===== src/rtl/expander_cfg.svh =====
// Purpose: Offsets, field positions, reset values and framing constants
// Assumes: Included by the expander design files only
// Notes: Definitions only, guarded against double inclusion
`ifndef EXPANDER_CFG_SVH
`define EXPANDER_CFG_SVH

// ****************************************
// Register offsets, paired map
// ****************************************
`define CMP_SEL_A_PAIRED 8'h08
`define CMP_SEL_B_PAIRED 8'h09
`define CONFIG_A_PAIRED 8'h0a
`define CONFIG_B_PAIRED 8'h0b

// ****************************************
// Register offsets, split map
// ****************************************
`define CMP_SEL_A_SPLIT 8'h04
`define CMP_SEL_B_SPLIT 8'h14
`define CONFIG_A_SPLIT 8'h05
`define CONFIG_B_SPLIT 8'h15

// ****************************************
// Configuration field positions
// ****************************************
`define CFG_MAP_SPLIT 7
`define CFG_IRQ_JOIN 6
`define CFG_AUTOINC_DIS 5
`define CFG_SLEW_OFF 4
`define CFG_ADDR_PIN_EN 3
`define CFG_OPEN_DRAIN 2
`define CFG_ACTIVE_LEVEL 1

// ****************************************
// Reset values and masks
// ****************************************
`define CMP_SEL_RESET 8'h00
`define CONFIG_RESET 8'h00
`define CONFIG_WMASK 8'hfe
`define PTR_RESET 8'h00

// ****************************************
// Serial framing
// ****************************************
`define OPCODE_FIXED 4'h4
`define LAST_BIT 3'h7

`endif


===== src/rtl/expander_pkg.sv =====
// Purpose: Types shared by the expander design files
// Assumes: Nothing beyond the language
// Notes: Numbers live in expander_cfg.svh
package expander_pkg;
  // Serial transfer phase
  typedef enum logic [1:0] {
    ST_OPCODE,
    ST_ADDR,
    ST_DATA,
    ST_IGNORE
  } xfer_state_t;

  // Register picked by an address
  typedef enum logic [1:0] {
    SEL_NONE,
    SEL_CMP_A,
    SEL_CMP_B,
    SEL_CONFIG
  } reg_sel_t;
endpackage


===== src/rtl/irq_port_if.sv =====
// Purpose: Carries one port's change-detect inputs and result
// Assumes: All signals on mclk
// Notes: ctrl side is the register bank, eval side the detector
`timescale 1ns/100ps
interface irq_port_if #(parameter int WIDTH = 8);
  logic [WIDTH-1:0] pins; // Synchronised pin levels
  logic [WIDTH-1:0] default_val; // Default compare value
  logic [WIDTH-1:0] enable; // Per-pin change enable
  logic [WIDTH-1:0] cmp_sel; // 1 = compare to default
  logic clear; // Pulse, clears pending flags
  logic pending; // Any flag pending
  modport ctrl (output pins, output default_val, output enable,
    output cmp_sel, output clear, input pending);
  modport eval (input pins, input default_val, input enable,
    input cmp_sel, input clear, output pending);
endinterface


===== src/rtl/irq_change_eval.sv =====
// Purpose: Interrupt-on-change detection for one port
// Assumes: Pins already synchronised to mclk
// Notes: Flags are sticky until clear; a new event beats the clear
`timescale 1ns/100ps
module irq_change_eval import expander_pkg::*; #(
  parameter int WIDTH = 8
) (
  input wire logic mclk,
  input wire logic arst_n,
  input wire logic ce,
  irq_port_if.eval port
);

  logic [WIDTH-1:0] prev_reg; // Pin levels seen last cycle
  logic primed_reg; // prev_reg holds a real sample
  logic [WIDTH-1:0] flag_reg; // Sticky per-pin flags
  logic [WIDTH-1:0] cond; // Raw change condition
  logic [WIDTH-1:0] flag_next;

  // Default compare, or change against the previous level
  assign cond = port.enable & ((port.cmp_sel & (port.pins ^
    port.default_val)) | (~port.cmp_sel & (port.pins ^ prev_reg) &
    {WIDTH{primed_reg}}));
  // Set wins over clear so no event is lost
  assign flag_next = cond | (flag_reg & ~{WIDTH{port.clear}});
  assign port.pending = |flag_reg;

  // Sample history and flags
  always_ff @(posedge mclk or negedge arst_n) begin
    if (!arst_n) begin
      prev_reg <= '0;
      primed_reg <= 1'b0;
      flag_reg <= '0;
    end else if (ce) begin
      prev_reg <= port.pins;
      primed_reg <= 1'b1;
      flag_reg <= flag_next;
    end
  end
endmodule


===== src/rtl/expander_regs.sv =====
// Purpose: Compare-select and configuration registers of the expander
// Assumes: Serial link slower than mclk by a factor of eight or more
// Notes: Other expander registers live outside; their offsets read 0
`timescale 1ns/100ps
`include "expander_cfg.svh"

// Function
// Select one compares pin with default
// Select zero flags change from previous
// Split map: A at 00-0A, B 10-1A
// Paired map interleaves A and B
// New map applies from next byte
// Auto-increment after 0Ah write gives 0Bh
// Host changes map with single-byte writes
// Join: either port drives both outputs
// Separate: each output follows own port
// Auto-increment off keeps pointer fixed
// Slew setting limits falling data edges
// Address pins enabled: match pin levels
// Address pins disabled: address is zero
// Board biases address pins always
// Open drain overrides polarity
// Polarity sets push-pull active level
// Reset to zero; bit zero reads zero
// Default mode flags opposite pin level
// Only enabled pins are evaluated
// Output holds while any flag pending
module expander_regs import expander_pkg::*; (
  input wire logic mclk, // System clock, 100 MHz
  input wire logic arst_n, // Asynchronous reset, low active
  input wire logic ce, // Clock enable, freezes all state
  input wire logic link_sck, // Serial clock from host
  input wire logic link_cs_n, // Chip select, low active
  input wire logic link_sdi, // Serial data in
  output logic link_sdo, // Serial data out
  output logic link_sdo_oe_n, // Low while driving link_sdo
  input wire logic addr_pin_2, // Hardware address pins
  input wire logic addr_pin_1,
  input wire logic addr_pin_0,
  input wire logic [7:0] port_a_a, // Port A pin levels
  input wire logic [7:0] port_b_b, // Port B pin levels
  input wire logic [7:0] default_value_a, // Default compare, port A
  input wire logic [7:0] default_value_b, // Default compare, port B
  input wire logic [7:0] change_irq_enable_a, // Per-pin enable, A
  input wire logic [7:0] change_irq_enable_b, // Per-pin enable, B
  input wire logic irq_clear_a, // Pulse, clears A flags
  input wire logic irq_clear_b, // Pulse, clears B flags
  output logic irq_out_a, // Interrupt pin A level
  output logic irq_out_a_oe_n, // Low while driving pin A
  output logic irq_out_b, // Interrupt pin B level
  output logic irq_out_b_oe_n, // Low while driving pin B
  output logic data_line_slew_limit, // High: limit falling slew
  output logic [2:0] hw_address // Address in force
);
  // Sequencer and decode types come from the package

  // ****************************************
  // Input synchronisers
  // ****************************************
  logic [5:0] link_m_reg; // First stage, read by link_s_reg only
  logic [5:0] link_s_reg; // Second stage
  logic sck_d_reg; // Delayed clock for edge finding
  logic [15:0] pins_m_reg; // First stage of port pins
  logic [15:0] pins_s_reg; // Second stage of port pins

  // Two flops on every pin from outside the mclk domain
  always_ff @(posedge mclk or negedge arst_n) begin
    if (!arst_n) begin
      link_m_reg <= 6'h10; // Idle link: deselected, sck low
      link_s_reg <= 6'h10;
      sck_d_reg <= 1'b0;
      pins_m_reg <= 16'h0000;
      pins_s_reg <= 16'h0000;
    end else if (ce) begin
      link_m_reg <= {link_sck, link_cs_n, link_sdi, addr_pin_2,
        addr_pin_1, addr_pin_0};
      link_s_reg <= link_m_reg;
      sck_d_reg <= link_s_reg[5];
      pins_m_reg <= {port_b_b, port_a_a};
      pins_s_reg <= pins_m_reg;
    end
  end

  // Named views of the synchronised link
  logic sck_s;
  logic cs_n_s;
  logic sdi_s;
  logic [2:0] addr_pins_s;
  logic sck_rise;
  logic sck_fall;
  assign sck_s = link_s_reg[5];
  assign cs_n_s = link_s_reg[4];
  assign sdi_s = link_s_reg[3];
  assign addr_pins_s = link_s_reg[2:0];
  assign sck_rise = ce && !cs_n_s && sck_s && !sck_d_reg;
  assign sck_fall = ce && !cs_n_s && !sck_s && sck_d_reg;

  // ****************************************
  // Registers and decode
  // ****************************************
  logic [7:0] cmp_a_reg; // Compare select, port A
  logic [7:0] cmp_b_reg; // Compare select, port B
  logic [7:0] cfg_reg; // Configuration, bit 0 held at zero
  logic [7:0] ptr_reg; // Register address pointer

  // Address to register, per map layout
  function automatic reg_sel_t decode_addr(input logic [7:0] a,
    input logic split);
    reg_sel_t sel;
    sel = SEL_NONE;
    if (split) begin
      case (a)
        `CMP_SEL_A_SPLIT: sel = SEL_CMP_A;
        `CMP_SEL_B_SPLIT: sel = SEL_CMP_B;
        `CONFIG_A_SPLIT, `CONFIG_B_SPLIT: sel = SEL_CONFIG;
        default: sel = SEL_NONE;
      endcase
    end else begin
      case (a)
        `CMP_SEL_A_PAIRED: sel = SEL_CMP_A;
        `CMP_SEL_B_PAIRED: sel = SEL_CMP_B;
        `CONFIG_A_PAIRED, `CONFIG_B_PAIRED: sel = SEL_CONFIG;
        default: sel = SEL_NONE;
      endcase
    end
    return sel;
  endfunction

  // Read value of a register; unknown offsets read zero
  function automatic logic [7:0] read_value(input reg_sel_t sel,
    input logic [7:0] ca, input logic [7:0] cb, input logic [7:0] cf);
    logic [7:0] v;
    v = 8'h00;
    case (sel)
      SEL_CMP_A: v = ca;
      SEL_CMP_B: v = cb;
      SEL_CONFIG: v = cf & `CONFIG_WMASK;
      default: v = 8'h00;
    endcase
    return v;
  endfunction

  // Configuration fields
  logic map_split;
  logic irq_join;
  logic autoinc_dis;
  logic open_drain;
  logic active_level;
  assign map_split = cfg_reg[`CFG_MAP_SPLIT];
  assign irq_join = cfg_reg[`CFG_IRQ_JOIN];
  assign autoinc_dis = cfg_reg[`CFG_AUTOINC_DIS];
  assign open_drain = cfg_reg[`CFG_OPEN_DRAIN];
  assign active_level = cfg_reg[`CFG_ACTIVE_LEVEL];

  // Address pins count only when enabled
  assign hw_address = cfg_reg[`CFG_ADDR_PIN_EN] ? addr_pins_s :
    3'h0;
  assign data_line_slew_limit = !cfg_reg[`CFG_SLEW_OFF];

  // ****************************************
  // Serial transfer sequencer
  // ****************************************
  xfer_state_t state_reg;
  xfer_state_t state_next;
  logic [2:0] bit_cnt_reg; // Bits taken in this byte
  logic [7:0] rx_reg; // Shift in
  logic [7:0] tx_reg; // Shift out, MSB on the line
  logic rd_mode_reg; // Transfer is a read
  logic [7:0] rx_byte; // Byte including the bit now sampled
  logic byte_done; // Eighth bit sampled
  logic opcode_ok; // Opcode and address match
  logic wr_en; // Data byte written
  reg_sel_t ptr_sel; // Register under the pointer
  logic [7:0] ptr_next;
  logic [7:0] ptr_step; // Pointer after a data byte

  assign rx_byte = {rx_reg[6:0], sdi_s};
  assign byte_done = sck_rise && bit_cnt_reg == `LAST_BIT;
  assign opcode_ok = rx_byte[7:4] == `OPCODE_FIXED &&
    rx_byte[3:1] == hw_address;
  assign ptr_sel = decode_addr(ptr_reg, map_split);
  assign wr_en = byte_done && state_reg == ST_DATA && !rd_mode_reg;
  // Fixed pointer allows polling one register
  assign ptr_step = autoinc_dis ? ptr_reg : ptr_reg + 8'h01;
  assign ptr_next = (byte_done && state_reg == ST_ADDR) ? rx_byte :
    (byte_done && state_reg == ST_DATA) ? ptr_step : ptr_reg;
  assign link_sdo = tx_reg[7];
  assign link_sdo_oe_n = !(!cs_n_s && state_reg == ST_DATA &&
    rd_mode_reg);

  // Phase of the transfer, advanced at each whole byte
  always_comb begin
    state_next = state_reg;
    if (cs_n_s) begin
      state_next = ST_OPCODE;
    end else if (byte_done) begin
      case (state_reg)
        ST_OPCODE: state_next = opcode_ok ? ST_ADDR : ST_IGNORE;
        ST_ADDR: state_next = ST_DATA;
        ST_DATA: state_next = ST_DATA;
        ST_IGNORE: state_next = ST_IGNORE;
        default: state_next = ST_OPCODE;
      endcase
    end
  end

  // Shift in and count bits; deselect restarts framing
  always_ff @(posedge mclk or negedge arst_n) begin
    if (!arst_n) begin
      state_reg <= ST_OPCODE;
      bit_cnt_reg <= 3'h0;
      rx_reg <= 8'h00;
    end else if (ce) begin
      state_reg <= state_next;
      if (cs_n_s) begin
        bit_cnt_reg <= 3'h0;
      end else if (sck_rise) begin
        bit_cnt_reg <= bit_cnt_reg + 3'h1;
        rx_reg <= rx_byte;
      end
    end
  end

  // Pointer and read/write direction
  always_ff @(posedge mclk or negedge arst_n) begin
    if (!arst_n) begin
      ptr_reg <= `PTR_RESET;
      rd_mode_reg <= 1'b0;
    end else if (ce) begin
      ptr_reg <= ptr_next;
      if (byte_done && state_reg == ST_OPCODE) begin
        rd_mode_reg <= rx_byte[0];
      end
    end
  end

  // Read data: reload at each byte boundary, else shift on falling sck, except the first fall after a reload.
  // The reload uses the pointer that the coming byte will address.
  always_ff @(posedge mclk or negedge arst_n) begin
    if (!arst_n) begin
      tx_reg <= 8'h00;
    end else if (ce) begin
      if (byte_done) begin
        tx_reg <= read_value(decode_addr(ptr_next, map_split),
          cmp_a_reg, cmp_b_reg, cfg_reg);
      end else if (sck_fall && bit_cnt_reg != 3'h0) begin
        tx_reg <= {tx_reg[6:0], 1'b0};
      end
    end
  end

  // Register writes; the map takes effect from the next byte
  always_ff @(posedge mclk or negedge arst_n) begin
    if (!arst_n) begin
      cmp_a_reg <= `CMP_SEL_RESET;
      cmp_b_reg <= `CMP_SEL_RESET;
      cfg_reg <= `CONFIG_RESET;
    end else if (ce && wr_en) begin
      case (ptr_sel)
        SEL_CMP_A: cmp_a_reg <= rx_byte;
        SEL_CMP_B: cmp_b_reg <= rx_byte;
        SEL_CONFIG: cfg_reg <= rx_byte & `CONFIG_WMASK;
        default: cmp_a_reg <= cmp_a_reg;
      endcase
    end
  end

  // ****************************************
  // Change detection and interrupt pins
  // ****************************************
  irq_port_if #(.WIDTH(8)) if_a ();
  irq_port_if #(.WIDTH(8)) if_b ();

  assign if_a.pins = pins_s_reg[7:0];
  assign if_a.default_val = default_value_a;
  assign if_a.enable = change_irq_enable_a;
  assign if_a.cmp_sel = cmp_a_reg;
  assign if_a.clear = irq_clear_a;
  assign if_b.pins = pins_s_reg[15:8];
  assign if_b.default_val = default_value_b;
  assign if_b.enable = change_irq_enable_b;
  assign if_b.cmp_sel = cmp_b_reg;
  assign if_b.clear = irq_clear_b;

  irq_change_eval #(.WIDTH(8)) eval_a (.mclk(mclk), .arst_n(arst_n),
    .ce(ce), .port(if_a.eval));
  irq_change_eval #(.WIDTH(8)) eval_b (.mclk(mclk), .arst_n(arst_n),
    .ce(ce), .port(if_b.eval));

  // Joined pins see both ports, separate pins their own
  logic act_a;
  logic act_b;
  logic act_a_reg; // Pin A asserted
  logic act_b_reg; // Pin B asserted
  assign act_a = irq_join ? (if_a.pending || if_b.pending) :
    if_a.pending;
  assign act_b = irq_join ? (if_a.pending || if_b.pending) :
    if_b.pending;

  // Open drain pulls low or floats; push-pull drives the chosen level
  function automatic logic [1:0] pin_drive(input logic act,
    input logic od, input logic lvl);
    logic [1:0] d; // {level, oe_n}
    d = 2'h0;
    if (od) begin
      d = {1'b0, !act};
    end else begin
      d = {act ? lvl : !lvl, 1'b0};
    end
    return d;
  endfunction

  logic [1:0] drv_a_next;
  logic [1:0] drv_b_next;
  assign drv_a_next = pin_drive(act_a_reg, open_drain, active_level);
  assign drv_b_next = pin_drive(act_b_reg, open_drain, active_level);

  // Registered pin drive; reset leaves pins floating
  always_ff @(posedge mclk or negedge arst_n) begin
    if (!arst_n) begin
      act_a_reg <= 1'b0;
      act_b_reg <= 1'b0;
      {irq_out_a, irq_out_a_oe_n} <= 2'h1;
      {irq_out_b, irq_out_b_oe_n} <= 2'h1;
    end else if (ce) begin
      act_a_reg <= act_a;
      act_b_reg <= act_b;
      {irq_out_a, irq_out_a_oe_n} <= drv_a_next;
      {irq_out_b, irq_out_b_oe_n} <= drv_b_next;
    end
  end
endmodule


===== config.mk =====
export PLATFORM = sky130hd
export DESIGN_NAME = expander_regs
export DESIGN_NICKNAME = d
export VERILOG_FILES = /design/src/rtl/expander_pkg.sv /design/src/rtl/irq_port_if.sv /design/src/rtl/irq_change_eval.sv /design/src/rtl/expander_regs.sv
export VERILOG_INCLUDE_DIRS = /design/src /design/src/rtl
export SDC_FILE = /design/constraint.sdc
export NUM_CORES = 1
export LEC_CHECK = 0
export BUFFER_PORTS_ARGS = -buffer_cell sky130_fd_sc_hd__clkbuf_2
export CORE_MARGIN = 5
export CORE_UTILIZATION = 45
export CTS_CLUSTER_DIAMETER = 40
export DETAILED_ROUTE_END_ITERATION = 8
export GPL_TIMING_DRIVEN = 0
export SYNTH_ARGS = -nofsm -noshare
export SYNTH_HDL_FRONTEND = slang
export SYNTH_SLANG_ARGS = --single-unit
export TNS_END_PERCENT = 20

===== constraint.sdc =====
create_clock -name mclk -period 4.85 [get_ports mclk]
set_input_delay 0.97 -clock mclk [delete_from_list [all_inputs] [get_ports mclk]]
set_output_delay 0.97 -clock mclk [all_outputs]
set_load 0.02 [all_outputs]

== After elaboration in Yosys (flattened, before gate mapping) ==
Index checks and enable logic that the tools add are counted.

* Register bits: 136
* Latch bits: 0
* RAM bits: 0
* ROM bits: 0
* Input port bits: 59
* Output and inout port bits: 10
* Word-level logic and storage cells: 150
* Memories: 0

* Add/sub/neg operators: 2
* Multiply operators: 0
* Divide/modulo/power cells: 0
* Order comparisons: 0
* Equal/unequal tests: 28
* Shift operators: 0
* Muxes and demuxes: 27
* Bitwise logic cells: 23
* Reductions and logical operators: 45

{| class="wikitable"
|+ Operator list
! kind !! count
|-
| 8-bit AND || 10
|-
| 8-bit by 4-bit == test with 1-bit output (second input constant) || 8
|-
| 8-bit 2-to-1 mux || 5
|-
| 8-bit by 3-bit == test with 1-bit output (second input constant) || 4
|-
| 8-bit by 5-bit == test with 1-bit output (second input constant) || 4
|-
| 8-bit NOT || 4
|-
| 8-bit bitwise OR || 4
|-
| 8-bit XOR || 4
|-
| 2-bit one-hot mux with 3 select lines || 5
|-
| 8-bit one-hot mux with 3 select lines || 1
|-
| 2-bit 2-to-1 mux || 9
|-
| 8-bit OR reduction || 2
|-
| 1-bit logical AND || 15
|-
| 2-bit AND reduction || 7
|-
| 2-bit == test (second input constant) || 6
|-
| 2-bit OR reduction || 5
|-
| 1-bit logical NOT || 9
|-
| 3-bit 2-to-1 mux || 3
|-
| 8-bit by 1-bit adder with 8-bit output (second input constant) || 1
|-
| 2-bit by 1-bit == test with 1-bit output (second input constant) || 3
|-
| 2-bit nonzero test || 3
|-
| 4-bit by 3-bit == test with 1-bit output (second input constant) || 1
|-
| 1-bit 2-to-1 mux || 4
|-
| 3-bit by 1-bit adder with 3-bit output (second input constant) || 1
|-
| 7 further kinds || 7
|}

== Depth between registers and ports, before layout ==
Gate-level depths: netlist (run 1).

* Depth in word-level cells: 17
* Depth in mapped cells: 13
* Gate-level depth less buffers: 11

== By module ==
A second synthesis (run 1) with hierarchy kept.

* Cell total of the unflattened synthesis: 559
* Area, all modules: 6835.3 um2

{| class="wikitable"
|+ Modules (own cells, without submodules)
! module !! instances !! cells an instance !! area each (um2) !! sequential area each (um2)
|-
| expander_regs || 1 || 413 || 5041.1 || 2582.5
|-
| irq_change_eval || 2 || 73 || 897.1 || 425.4
|}

== Worst setup path before layout (run 1) ==
Ideal clock, no wire load.

* Kind: input to register
* Start point: input ce
* End point: register tx_reg[1]
* Library setup time: 0.124 ns
* Data arrival time: 2.851 ns
* Data required time: 4.726 ns
* Path slack: 1.875 ns
* Cell stages on the path: 10
* Buffers on the path: 2
* Cell sequence: and4bb_1 > buf_4 > and2_4 > a22oi_2 > or3_4 > or3_1 > buf_2 > nand3_1 > a21oi_1 > o31a_1

* Cells in the longest elaborated chain, start to end: 16
* Elaborated cells between the ends (all ways): 33
* Those cells by class: eq/ne: 11; mux: 9; reduce/logical: 13

{| class="wikitable"
|+ RTL lines
! item !! line !! RTL
|-
| start, declared || expander_regs.sv:31 || <nowiki>input wire logic ce,</nowiki>
|-
| 1-bit logical AND || expander_regs.sv:95, expander_regs.sv:96 ||
|-
| 1-bit logical AND (2 in a row) || expander_regs.sv:95 || <nowiki>assign sck_rise = ce && !cs_n_s && sck_s && !sck_d_reg;</nowiki>
|-
| 1-bit logical AND (no line) || -- ||
|-
| 1-bit logical AND || expander_regs.sv:186 || <nowiki>(byte_done && state_reg == ST_DATA) ? ptr_step : ptr_reg;</nowiki>
|-
| 8-bit 2-to-1 mux || expander_regs.sv:186 ||
|-
| 8-bit 2-to-1 mux || expander_regs.sv:185 || <nowiki>assign ptr_next = (byte_done && state_reg == ST_ADDR) ? rx_byte :</nowiki>
|-
| 8-bit by 4-bit == test with 1-bit output, or another cell as far along || expander_regs.sv:119 || <nowiki>case (a)</nowiki>
|-
| 2-bit OR reduction, on equally long branches || expander_regs.sv:119, expander_regs.sv:112 ||
|-
| 2-bit one-hot mux with 3 select lines, on equally long branches || expander_regs.sv:119, expander_regs.sv:112 ||
|-
| 2-bit 2-to-1 mux || expander_regs.sv:111 || <nowiki>if (split) begin</nowiki>
|-
| 2-bit 2-to-1 mux || expander_regs.sv:243 || <nowiki>if (byte_done) begin</nowiki>
|-
| 2-bit 2-to-1 mux || expander_regs.sv:242 || <nowiki>end else if (ce) begin</nowiki>
|-
| 2-bit == test / 2-bit by 1-bit == test with 1-bit output (equally long branches) || expander_regs.sv:134 || <nowiki>case (sel)</nowiki>
|-
| 8-bit one-hot mux with 3 select lines || expander_regs.sv:134 ||
|-
| 8-bit 2-to-1 mux || expander_regs.sv:243 ||
|-
| end signal, assigned || expander_regs.sv:244 || <nowiki>tx_reg <= read_value(decode_addr(ptr_next, map_split),</nowiki>
|-
| end signal, assigned || expander_regs.sv:247 || <nowiki>tx_reg <= {tx_reg[6:0], 1'b0};</nowiki>
|-
| end, declared || expander_regs.sv:167 || <nowiki>logic [7:0] tx_reg;</nowiki>
|}

Parallel ways exist; a longest one is shown, timed or not. The select of a mux whose other input is x is not followed.
A chain may end at the register's enable or synchronous reset.

== Final worst setup path (run 1) ==
* Start point: register state_reg[1]
* End point: register tx_reg[1]

* Cells in the longest elaborated chain, start to end: 13
* Elaborated cells between the ends (all ways): 26
* Those cells by class: eq/ne: 13; mux: 9; reduce/logical: 4

{| class="wikitable"
|+ RTL lines
! item !! line !! RTL
|-
| start, declared || expander_regs.sv:163 || <nowiki>xfer_state_t state_reg;</nowiki>
|-
| start signal, assigned || expander_regs.sv:214 || <nowiki>state_reg <= state_next;</nowiki>
|-
| 2-bit == test || expander_regs.sv:186 ||
|-
| 1-bit logical AND || expander_regs.sv:186 ||
|-
| 8-bit 2-to-1 mux || expander_regs.sv:186 ||
|-
| 8-bit 2-to-1 mux (*) || expander_regs.sv:185 ||
|-
| 8-bit by 4-bit == test with 1-bit output, or another cell as far along || expander_regs.sv:119 ||
|-
| 2-bit OR reduction, on equally long branches || expander_regs.sv:119, expander_regs.sv:112 ||
|-
| 2-bit one-hot mux with 3 select lines, on equally long branches || expander_regs.sv:119, expander_regs.sv:112 ||
|-
| 2-bit 2-to-1 mux (*) || expander_regs.sv:111 ||
|-
| 2-bit 2-to-1 mux (*) || expander_regs.sv:243 ||
|-
| 2-bit 2-to-1 mux (*) || expander_regs.sv:242 ||
|-
| 2-bit == test / 2-bit by 1-bit == test with 1-bit output (equally long branches) || expander_regs.sv:134 ||
|-
| 8-bit one-hot mux with 3 select lines (*) || expander_regs.sv:134 ||
|-
| 8-bit 2-to-1 mux (*) || expander_regs.sv:243 ||
|}

Mark *: on every way between the ends. The rest lies on a longest branch, timed or not. The select of a mux whose other input is x is not followed.

==> results by group, run 1 <==
Worst setup path
  • Worst path slowest cell: a22oi_1
  • Largest stage delay, worst path: 480 ps
  • CP endpoint kind: flop
  • Critical Path, Cell by Cell: inv_1 -> ha_1 -> buf_2 -> inv_1 -> clkbuf_1 -> o22ai_1 -> a22oi_1 -> nor2_1 -> or3_1 -> buf_2 -> nand3_1 -> a21oi_1 -> o31a_1
  • Startpoint types: flop
  • Arr. time, crit path: 3440 ps
  • Setup CP Type: flop to flop
  • Max FO, Critical Path: 10
  • Worst path required time: 5150 ps

STA
  • Min Tclk post-route: 3140 ps
  • Final Setup Violations: 0
  • Final hold violation count: 0
  • Rel. slew slack: 0.489
  • Clock Skew: 5.72 ps
  • Unrepaired setup endpoints after global routing: no
  • Max Slew Vio Count: 0
  • Final worst-path cycle share: 0.648
  • Final setup TNS: 0 ps
  • Transition time of the tightest slew-check pin: 767 ps
  • Fmax: 0.318 GHz

Cells and area
  • Commonest non-fill, non-tap cell in the layout: dfrtp_1
  • FF/Latch Area: 3410 um2
  • Nets: 736
  • Final non-filler cell total: 863
  • Syn-to-layout area delta: 18.9%
  • Layout cells sized above 1: 0.311
  • Antenna cells: 0
  • Footprint of the multi-input gates: 3000 um2
  • Most frequent cells in the layout: dfrtp_1 (132), mux2_2 (90), clkbuf_2 (67)
  • Fillcell total: 1298
  • Final Core Density: 0.541

Clocking
  • Clock sink total: 136
  • Clock tree root driver cell: clkbuf_16
  • CTS tree: yes
  • Post-CTS Setup Bufs: 0
  • Clock buffer depth: 2
  • Post-CTS Resized: 0
  • CTS buffer count: 17
  • Cts hold-fix bufs: 0
  • H-tree depth: 4
  • Worst-path clk slew: 60 ps
  • Clock Latency Late Sink: 410 ps

Power and ir drop
  • Max rail drop VDD: 0.237 mV
  • Leakage power: 3.43 nW
  • Power Dens Cells: 424 nW/um2

Floorplanning
  • Starting density of the core: 0.455
  • Vert. Die Dim: 131 um
  • Die width: 131 um
  • Core Box Area: 14400 um2
  • Die ar.: 17100 um2
  • Num ports: 69
  • Row count: 44

Run status
  • Outcome: complete, no violations

Route
  • Vias per std cell: 5.47
  • Drt wl/cell: 17.8 um
  • DRT Pass-1 Iters: 5
  • Vias: 4721
  • Routed Antenna Nets: 0
  • Total Wirelength: 15.4 mm
  • Drt drc: 0
  • Initial DRC Count: 303

Synth
  • Cell count after synthesis: 578
  • Post-Synthesis Mean Instance Area: 11.4 um2
  • Post-synth EDFFs: 0
  • Most area-consuming cells after synthesis: dfrtp_1 (50%), mux2_2 (15%), xor2_1 (4.5%), nand2_1 (3.7%), a32o_1 (2.4%)
  • Synth Register Bits: 136
  • Netlist cell types: 58
  • Post-Syn Area: 6570 um2
  • Share of the synthesized area in the top cell type: 0.503
  • Total number of yosys warnings: 0
  • Prevailing post-synth register cell: dfrtp_1
  • Area leader, netlist: dfrtp_1
  • Ys async rst share: 1.00
  • Post-synthesis sequential area ratio: 0.519
  • Syn Nets: 648

Worst hold path
  • Type of the tightest min-delay check: input port to asynchronous set/reset pin

Placement
  • Final estimated routing congestion in global placement: 0.912
  • IO buf count: 68
  • Placed Cells: 831
  • Hpwl dp: 11.2 mm

GRT
  • Vias in the first global route: 4755
  • GRT met2 Usage: 0.309
  • Congestion Overflow GR: 0
  • Initial antenna violation count: 0
  • GR Layer Usage met3: 0.0427
  • Largest net degree at the start of global routing: 118
  • Tot GR Track Use: 0.193
  • GRT busiest layer: met2
  • Global-route wire length before repair: 25.0 mm
  • Met1 GRT Util: 0.266

Flow run
  • Max cap viols: 0
layout make-up:
type,count,area share
buffer,23,0.0122
clock buffer,18,0.0562
clock inverter,14,0.0253
multi-input combinational,403,0.384
inverter,16,0.00769
sequential,136,0.436
timing repair buffer,69,0.0482
tap,184,0.0295
report_power, final:
| part | switching (W) | leakage, nW | internal, W |
|---|---|---|---|
| combinational | 0.000197 | 1.45 | 0.000249 |
| sequential | 0.000182 | 1.67 | 0.00131 |
| clock | 0.000491 | 0.306 | 0.000877 |
per-layer routing:
layer / up-vias / wire length (um) / part of all wire
met5: - / 0 / 0
met4: 0 / 167 / 0.011
met3: 17 / 696 / 0.045
met2: 109 / 7460 / 0.48
met1: 2338 / 7060 / 0.46
li1: 2257 / - / -
synthesized netlist by cell type (3+ instances only):
library cell,n
nand2_1,64
and2_1,6
nor2_1,22
o22ai_1,9
a21oi_1,27
nor4_1,5
o31a_1,7
nor3_1,11
dfstp_2,4
nor2b_1,3
nand2b_1,3
clkbuf_1,17
o21ai_0,32
inv_1,16
a32o_1,16
dfrtp_1,132
xnor2_1,3
xor2_1,34
nand3_1,16
mux2_2,90
buf_2,4
ha_1,11
kinds of logic (layout without fill, tap and decap cells):
family,after synthesis,count (layout),synth area share
buffers and inverters,39,140,0.0236
muxes,92,92,0.157
DFF,136,136,0.519
AOI/OAI and AO/OA,112,112,0.114
adders and majority gates,11,11,0.0210
and+or+nand+nor,151,151,0.116
xor gates and xnor gates,37,37,0.0494
stage by stage:
stage / hold WS, ps / instance area [um2] / setup WS (ps) / total power [W]
floorplan: 430 / 6570 / 1880 / 0.00178
global placement: 458 / 7140 / 639 / 0.00194
detailed placement: 460 / 7170 / 1390 / 0.00197
CTS: 398 / 7810 / 1770 / 0.00334
global route: 402 / 7810 / 1450 / 0.00347
finish: 410 / 7810 / 1710 / 0.00331
final timing paths:
| check | from | endpoint | slack [ps] | cells past startpoint |
|---|---|---|---|---|
| hold / removal | arst_n | link_s_reg[0] | 410 | 1 |
| min in group mclk | act_a_reg | irq_out_a_oe_n | 460 | 1 |
| setup / recovery | state_reg[1] | tx_reg[1] | 1710 | 13 |
| max in group asynchronous | arst_n | eval_a.flag_reg[1] | 3630 | 2 |
| hold reg to reg | act_a_reg | irq_out_a_oe_n | 460 | 1 |
| setup reg to reg | state_reg[1] | tx_reg[1] | 1710 | 13 |
worst max-delay path: cells and delay by family, from the launching register on:
kind / cells / cell delay (ps)
compound gates: 4 / 1040
fa+ha+maj: 1 / 180
buf+inv: 5 / 890
flops: 1 / 370
simple gates: 3 / 540
Note: power is estimated with default switching activity, not from simulation.
==> inputs of run 2 (changes only) <==
==> constraint.sdc (replaced) <==
create_clock -name mclk -period 3.1 [get_ports mclk]
set_input_delay 0.62 -clock mclk [delete_from_list [all_inputs] [get_ports mclk]]
set_output_delay 0.62 -clock mclk [all_outputs]
set_load 0.02 [all_outputs]
==> results by group, run 2 (synthesized netlist as in run 1, its figures left out) <==
Floorplanning
  • Starting density of the core: 0.455 (unchanged)
  • Vert. Die Dim: 131 um (unchanged)
  • Die width: 131 um (unchanged)
  • Die ar.: 17100 um2 (unchanged)
  • Core Box Area: 14400 um2 (unchanged)
  • Num ports: 69 (unchanged)
  • Row count: 44 (unchanged)

Cells and area
  • Nets: 736 (unchanged)
  • Antenna cells: 0 (unchanged)
  • Commonest non-fill, non-tap cell in the layout: dfrtp_1
  • Final non-filler cell total: 863 (unchanged)
  • Syn-to-layout area delta: 19.3%
  • Most frequent cells in the layout: dfrtp_1 (132), mux2_2 (90), clkbuf_2 (68)
  • Layout cells sized above 1: 0.320 (+0.00884)

Clocking
  • Clock tree root driver cell: clkbuf_16
  • CTS tree: yes
  • Worst-path clk slew: 60 ps (about the same)
  • Clock buffer depth: 2 (unchanged)
  • CTS buffer count: 17 (unchanged)
  • Cts hold-fix bufs: 0 (unchanged)
  • Post-CTS Setup Bufs: 0 (unchanged)
  • H-tree depth: 4 (unchanged)
  • Clock sink total: 136 (unchanged)
  • Post-CTS Resized: 0 (unchanged)
  • Clock Latency Late Sink: 410 ps (about the same)

STA
  • Min Tclk post-route: 2920 ps (-224 ps)
  • Rel. slew slack: 0.486 (-0.00293)
  • Final hold violation count: 0 (unchanged)
  • Transition time of the tightest slew-check pin: 771 ps (+4.40 ps)
  • Final setup TNS: 0 ps (unchanged)
  • Final Setup Violations: 0 (unchanged)
  • Max Slew Vio Count: 0 (unchanged)
  • Fmax: 0.343 GHz (+7.7%)
  • Clock Skew: 5.21 ps (-0.511 ps)
  • Final worst-path cycle share: 0.942 (+0.294)
  • Unrepaired setup endpoints after global routing: no

Worst setup path
  • Max FO, Critical Path: 10 (unchanged)
  • Worst path required time: 3400 ps (-1750 ps)
  • Startpoint types: flop
  • CP endpoint kind: flop
  • Largest stage delay, worst path: 410 ps (-70 ps)
  • Setup CP Type: flop to flop
  • Arr. time, crit path: 3220 ps (-220 ps)
  • Worst path slowest cell: or3_4
  • Critical Path, Cell by Cell: inv_1 -> ha_1 -> buf_2 -> inv_1 -> clkbuf_2 -> o21ai_0 -> a21oi_1 -> or3_4 -> or3_1 -> buf_2 -> nand3_1 -> a21oi_1 -> o31a_1

Placement
  • Placed Cells: 831 (unchanged)
  • IO buf count: 68 (unchanged)
  • Hpwl dp: 11.2 mm (unchanged)
  • Final estimated routing congestion in global placement: 0.912 (unchanged)

Route
  • Initial DRC Count: 279 (-7.9%)
  • Vias per std cell: 5.47 (about the same)
  • Vias: 4724 (+0.064%)
  • Drt wl/cell: 17.8 um (-0.11%)
  • Total Wirelength: 15.4 mm (-0.11%)
  • Drt drc: 0 (unchanged)
  • Routed Antenna Nets: 0 (unchanged)
  • DRT Pass-1 Iters: 4 (-1)

GRT
  • Largest net degree at the start of global routing: 118 (unchanged)
  • Vias in the first global route: 4755 (unchanged)
  • Tot GR Track Use: 0.193 (unchanged)
  • Initial antenna violation count: 0 (unchanged)
  • Global-route wire length before repair: 25.0 mm (unchanged)
  • Congestion Overflow GR: 0 (unchanged)

Worst hold path
  • Type of the tightest min-delay check: input port to asynchronous set/reset pin

Flow run
  • Max cap viols: 0 (unchanged)

Power and ir drop
  • Power Dens Cells: 661 nW/um2 (+56%)
  • Leakage power: 3.44 nW (+0.18%)
  • Max rail drop VDD: 0.370 mV (+56%)

Run status
  • Outcome: complete, no violations
run 2: cell types whose count changed in the layout (fill, tap and decap cells not counted):
cell      previous run  this run
nand3_2              0         1
clkbuf_1            17        16
ha_2                 0         1
a22oi_2              1         2
o22ai_1              9         8
a22oi_1              1         0
nor2_1              22        21
o22ai_2              0         1
nor2_2               0         1
nand3_1             16        15
clkbuf_2            67        68
ha_1                11        10
run 2: final cells by class:
class / count / area, um2
Tap cell: 184 / 230
Sequential cell: 136 / 3410
Buffer: 23 / 96.3
Timing Repair Buffer: 69 / 377
Clock buffer: 18 / 439
Inverter: 16 / 60.1
Clock inverter: 14 / 198
Fill cell: 1293 / 6590
Multi-Input combinational cell: 403 / 3020
run 2: final timing paths:
path | startpoint | slack [ps] | cells after the start | to
worst max-delay path | state_reg[1] | 180 | 13 | tx_reg[1]
min in group mclk | port_b_b[3] | 430 | 2 | pins_m_reg[11]
max in group asynchronous | arst_n | 2210 | 2 | eval_a.prev_reg[4]
worst min-delay path | arst_n | 60 | 1 | link_s_reg[0]
worst max register to register | state_reg[1] | 180 | 13 | tx_reg[1]
worst min register to register | act_a_reg | 460 | 1 | irq_out_a_oe_n
run 2: worst max-delay path: cells and delay by family (launching register included):
family	cells	cell delay, ps
buf+inv	5	750
fa+ha+maj	1	150
compound gates	4	620
flops	1	400
simple gates	3	870
run 2: layer usage:
metal / track usage / vias up / wire length, um / part of all wire
met1: 0.266 / 2335 / 6990 / 0.45
li1: - / 2255 / - / -
met2: 0.309 / 123 / 7490 / 0.49
met5: 0 / - / 0 / 0
met3: 0.0427 / 11 / 757 / 0.049
met4: 0.0581 / 0 / 131 / 0.0085
run 2: where the power goes:
part | switching (W) | internal [W]
Combinational | 0.000307 | 0.000390
Clock | 0.000764 | 0.00137
Sequential | 0.000286 | 0.00206
Total | 0.00136 | 0.00382
run 2: metrics by stage:
stage           util  worst slack [ps]  hold slack (ps)  power, W  area, um2
3_5_place_dp   0.497             -8.15              460   0.00308       7170
3_3_place_gp   0.495              -761              458   0.00304       7140
4_1_cts        0.541              23.6             47.8   0.00523       7810
5_1_grt        0.543              21.9             51.6   0.00543       7830
2_1_floorplan      -               475              324   0.00278       6570
6_report       0.543               181             60.3   0.00517       7830
==> inputs of run 3 (changes only) <==
--- a/config.mk
+++ b/config.mk
@@ -14,5 +14,6 @@
 export GPL_TIMING_DRIVEN = 0
 export SYNTH_ARGS = -nofsm -noshare
 export SYNTH_HDL_FRONTEND = slang
+export SYNTH_HIERARCHICAL = 1
 export SYNTH_SLANG_ARGS = --single-unit
 export TNS_END_PERCENT = 20
==> results by group, run 3 <==
Worst setup path
  • Critical Path, Cell by Cell: ha_1 -> ha_1 -> nand3b_4 -> buf_2 -> nor2_2 -> nand3b_1 -> nor3b_4 -> mux2_2
  • Arr. time, crit path: 3230 ps (about the same)
  • Max FO, Critical Path: 10 (unchanged)
  • Startpoint types: flop
  • Worst path required time: 3400 ps (about the same)
  • Setup CP Type: flop to flop
  • CP endpoint kind: flop
  • CP dominant cell by count: ha_1
  • Largest stage delay, worst path: 550 ps (+140 ps)
  • Worst path slowest cell: nor3b_4

Synth
  • Prevailing post-synth register cell: dfrtp_1
  • Area leader, netlist: dfrtp_1
  • Most area-consuming cells after synthesis: dfrtp_1 (49%), mux2_2 (15%), xor2_1 (4.0%), a32o_1 (2.1%), ha_1 (2.0%)
  • Share of the synthesized area in the top cell type: 0.487 (-0.0161)
  • Post-Syn Area: 6840 um2 (+4.1%)
  • Netlist cell types: 69 (+19%)
  • Total number of yosys warnings: 6 (+6)
  • Commonest cells in the netlist: dfrtp_1 (133), mux2_2 (90), xor2_1 (31)
  • Cell count after synthesis: 559 (-3.3%)
  • Post-synth EDFFs: 0 (unchanged)
  • Syn Nets: 629 (-2.9%)
  • Post-Synthesis Mean Instance Area: 12.2 um2 (+7.6%)
  • Ys async rst share: 1.00 (unchanged)
  • Post-synthesis sequential area ratio: 0.502 (-0.0168)
  • Synth Register Bits: 137 (+0.74%)
  • Cell with the most instances after synthesis: dfrtp_1

GRT
  • Vias in the first global route: 4931 (+3.7%)
  • Global-route wire length before repair: 25.6 mm (+2.2%)
  • Tot GR Track Use: 0.183 (-0.0101)
  • Congestion Overflow GR: 0 (unchanged)
  • Largest net degree at the start of global routing: 116 (-1.7%)
  • Initial antenna violation count: 0 (unchanged)

STA
  • Clock Skew: 9.31 ps (+4.10 ps)
  • Min Tclk post-route: 2930 ps (+9.35 ps)
  • Rel. slew slack: 0.406 (-0.0799)
  • Transition time of the tightest slew-check pin: 885 ps (+114 ps)
  • Final Setup Violations: 0 (unchanged)
  • Final worst-path cycle share: 0.945 (+0.00302)
  • Max Slew Vio Count: 0 (unchanged)
  • Unrepaired setup endpoints after global routing: yes
  • Final hold violation count: 0 (unchanged)
  • Fmax: 0.341 GHz (-0.32%)
  • Setup ws final: 171 ps (-9.35 ps)
  • Final setup TNS: 0 ps (unchanged)

Route
  • Drt drc: 0 (unchanged)
  • Initial DRC Count: 277 (-0.72%)
  • Vias: 4739 (+0.32%)
  • Vias per std cell: 5.60 (+2.2%)
  • DRT Pass-1 Iters: 4 (unchanged)
  • Drt wl/cell: 18.4 um (+3.5%)
  • Routed Antenna Nets: 0 (unchanged)
  • Total Wirelength: 15.6 mm (+1.6%)

Cells and area
  • Final non-filler cell total: 847 (-1.9%)
  • Antenna cells: 0 (unchanged)
  • Commonest non-fill, non-tap cell in the layout: dfrtp_1
  • Nets: 716 (-2.7%)
  • Footprint of the multi-input gates: 3270 um2 (+8.0%)
  • Layout cells sized above 1: 0.331 (+0.0112)
  • Fillcell total: 1308 (+1.2%)
  • Syn-to-layout area delta: 16.7%
  • FF/Latch Area: 3430 um2 (+0.73%)
  • Most frequent cells in the layout: dfrtp_1 (133), mux2_2 (90), clkbuf_2 (66)

Power and ir drop
  • Psw: 0.00122 W (-10%)
  • Internal Pwr Total: 0.00339 W (-11%)
  • Net Sw Frac: 0.265 (+0.00232)
  • Flop pwr share: 0.478 (+0.025)
  • Clock power share: 0.384 (-0.029)
  • Leakage power: 3.62 nW (+5.4%)
  • Max rail drop VDD: 0.382 mV (+3.2%)
  • Power, Total: 0.00462 W (-11%)
  • Power Dens Cells: 579 nW/um2 (-12%)
  • Logic pwr share: 0.137 (+0.002)

Floorplanning
  • Die width: 133 um (+1.9%)
  • Starting density of the core: 0.455 (-0.000558)
  • Num ports: 69 (unchanged)
  • Core Box Area: 15000 um2 (+4.2%)
  • Row count: 45 (+2.3%)
  • Vert. Die Dim: 133 um (+1.9%)
  • Die ar.: 17800 um2 (+3.8%)

Placement
  • IO buf count: 67 (-1.5%)
  • Placed Cells: 815 (-1.9%)
  • Setup Slack @ Placement: -150 ps (-141 ps)
  • Hpwl dp: 11.2 mm (about the same)
  • Final estimated routing congestion in global placement: 0.858 (-5.9%)

Flow run
  • Max cap viols: 0 (unchanged)

Clocking
  • Clock sink total: 137 (+0.74%)
  • Worst-path clk slew: 60 ps (about the same)
  • Clock tree root driver cell: clkbuf_16
  • CTS tree: yes
  • H-tree depth: 4 (unchanged)
  • Cts hold-fix bufs: 0 (unchanged)
  • CTS buffer count: 17 (unchanged)
  • Clock buffer depth: 2 (unchanged)
  • Clock Latency Late Sink: 420 ps (about the same)

Worst hold path
  • Type of the tightest min-delay check: input port to asynchronous set/reset pin

Run status
  • Outcome: complete, no violations
-- run 3: cell types whose count changed in the layout (fill, tap and decap cells not counted), sizes merged, moves of 7 or more --
cell    change
o31a        -7
a21oi      -19
mux2i      +10
a22o       +14
nand3       -9
nor2b      +19
nand2b      +8
o21ai      -16
a41oi       +9
nand2      -36
buf         +8
-- run 3: repair_timing --
| action | in CTS | in global routing |
|---|---|---|
| setup endpoints to repair | 21 | 16 |
| resized for setup | 4 | 3 |
| buffers inserted | 0 | 0 |
-- run 3: worst paths after layout --
kind	from	endpoint	slack [ps]	cells after the start
min	arst_n	link_m_reg[3]	70	1
max in group asynchronous	arst_n	irq_out_b_oe_n	2210	2
max	bit_cnt_reg[0]	cfg_reg[1]	170	8
min in group mclk	port_b_b[4]	pins_m_reg[12]	430	2
min reg2reg	irq_out_a_oe_n	irq_out_a_oe_n	460	2
max reg2reg	bit_cnt_reg[0]	cfg_reg[1]	170	8
-- run 3: kinds of logic after synthesis --
| group | count (synthesis) | synth area share |
|---|---|---|
| muxes | 104 | 0.169 |
| and+or+nand+nor | 139 | 0.124 |
| AOI/OAI and AO/OA | 95 | 0.113 |
| xor gates and xnor gates | 37 | 0.0474 |
| adders and majority gates | 11 | 0.0201 |
| DFF | 137 | 0.502 |
| buffers and inverters | 36 | 0.0240 |
-- run 3: area by class of cell --
| type | count | share of cell area |
|---|---|---|
| inverters | 13 | 0.00612 |
| flip-flops and latches | 137 | 0.430 |
| multi-input cells | 386 | 0.409 |
| well taps | 188 | 0.0295 |
| clock buffers | 27 | 0.0593 |
| plain buffers | 23 | 0.0147 |
| clock inverters | 5 | 0.00377 |
| repair buffers | 68 | 0.0466 |
-- run 3: per-layer routing --
metal / vias up / part of all wire / wire length (um) / GRT usage
li1: 2227 / - / - / -
met1: 2396 / 0.45 / 7070 / 0.239
met2: 100 / 0.49 / 7630 / 0.298
met3: 16 / 0.044 / 679 / 0.0480
met4: 0 / 0.015 / 228 / 0.0634
met5: - / 0 / 0 / 0
-- run 3: through the flow --
stage / util / hold WS [ps] / instance area (um2)
global route: 0.531 / 72.7 / 7980
global placement: 0.493 / 457 / 7410
detailed placement: 0.495 / 461 / 7440
CTS: 0.530 / 64.9 / 7970
finish: 0.531 / 66.0 / 7980
floorplan: - / 324 / 6840
-- run 3: power by group through the flow --
stage | combinational [W] | clock, W | sequential (W)
finish | 0.000635 | 0.00177 | 0.00221
global route | 0.000705 | 0.00188 | 0.00224
CTS | 0.000647 | 0.00180 | 0.00221
detailed placement | 0.000644 | 0 | 0.00224
global placement | 0.000613 | 0 | 0.00223
floorplan | 0.000452 | 0 | 0.00217
-- run 3: critical path: cells and delay by family (launching register included) --
kind                       cells  cell delay, ps
adders and majority gates      2             370
buffers and inverters          1             220
DFF                            1             370
muxes                          1             390
and+or+nand+nor                4            1450
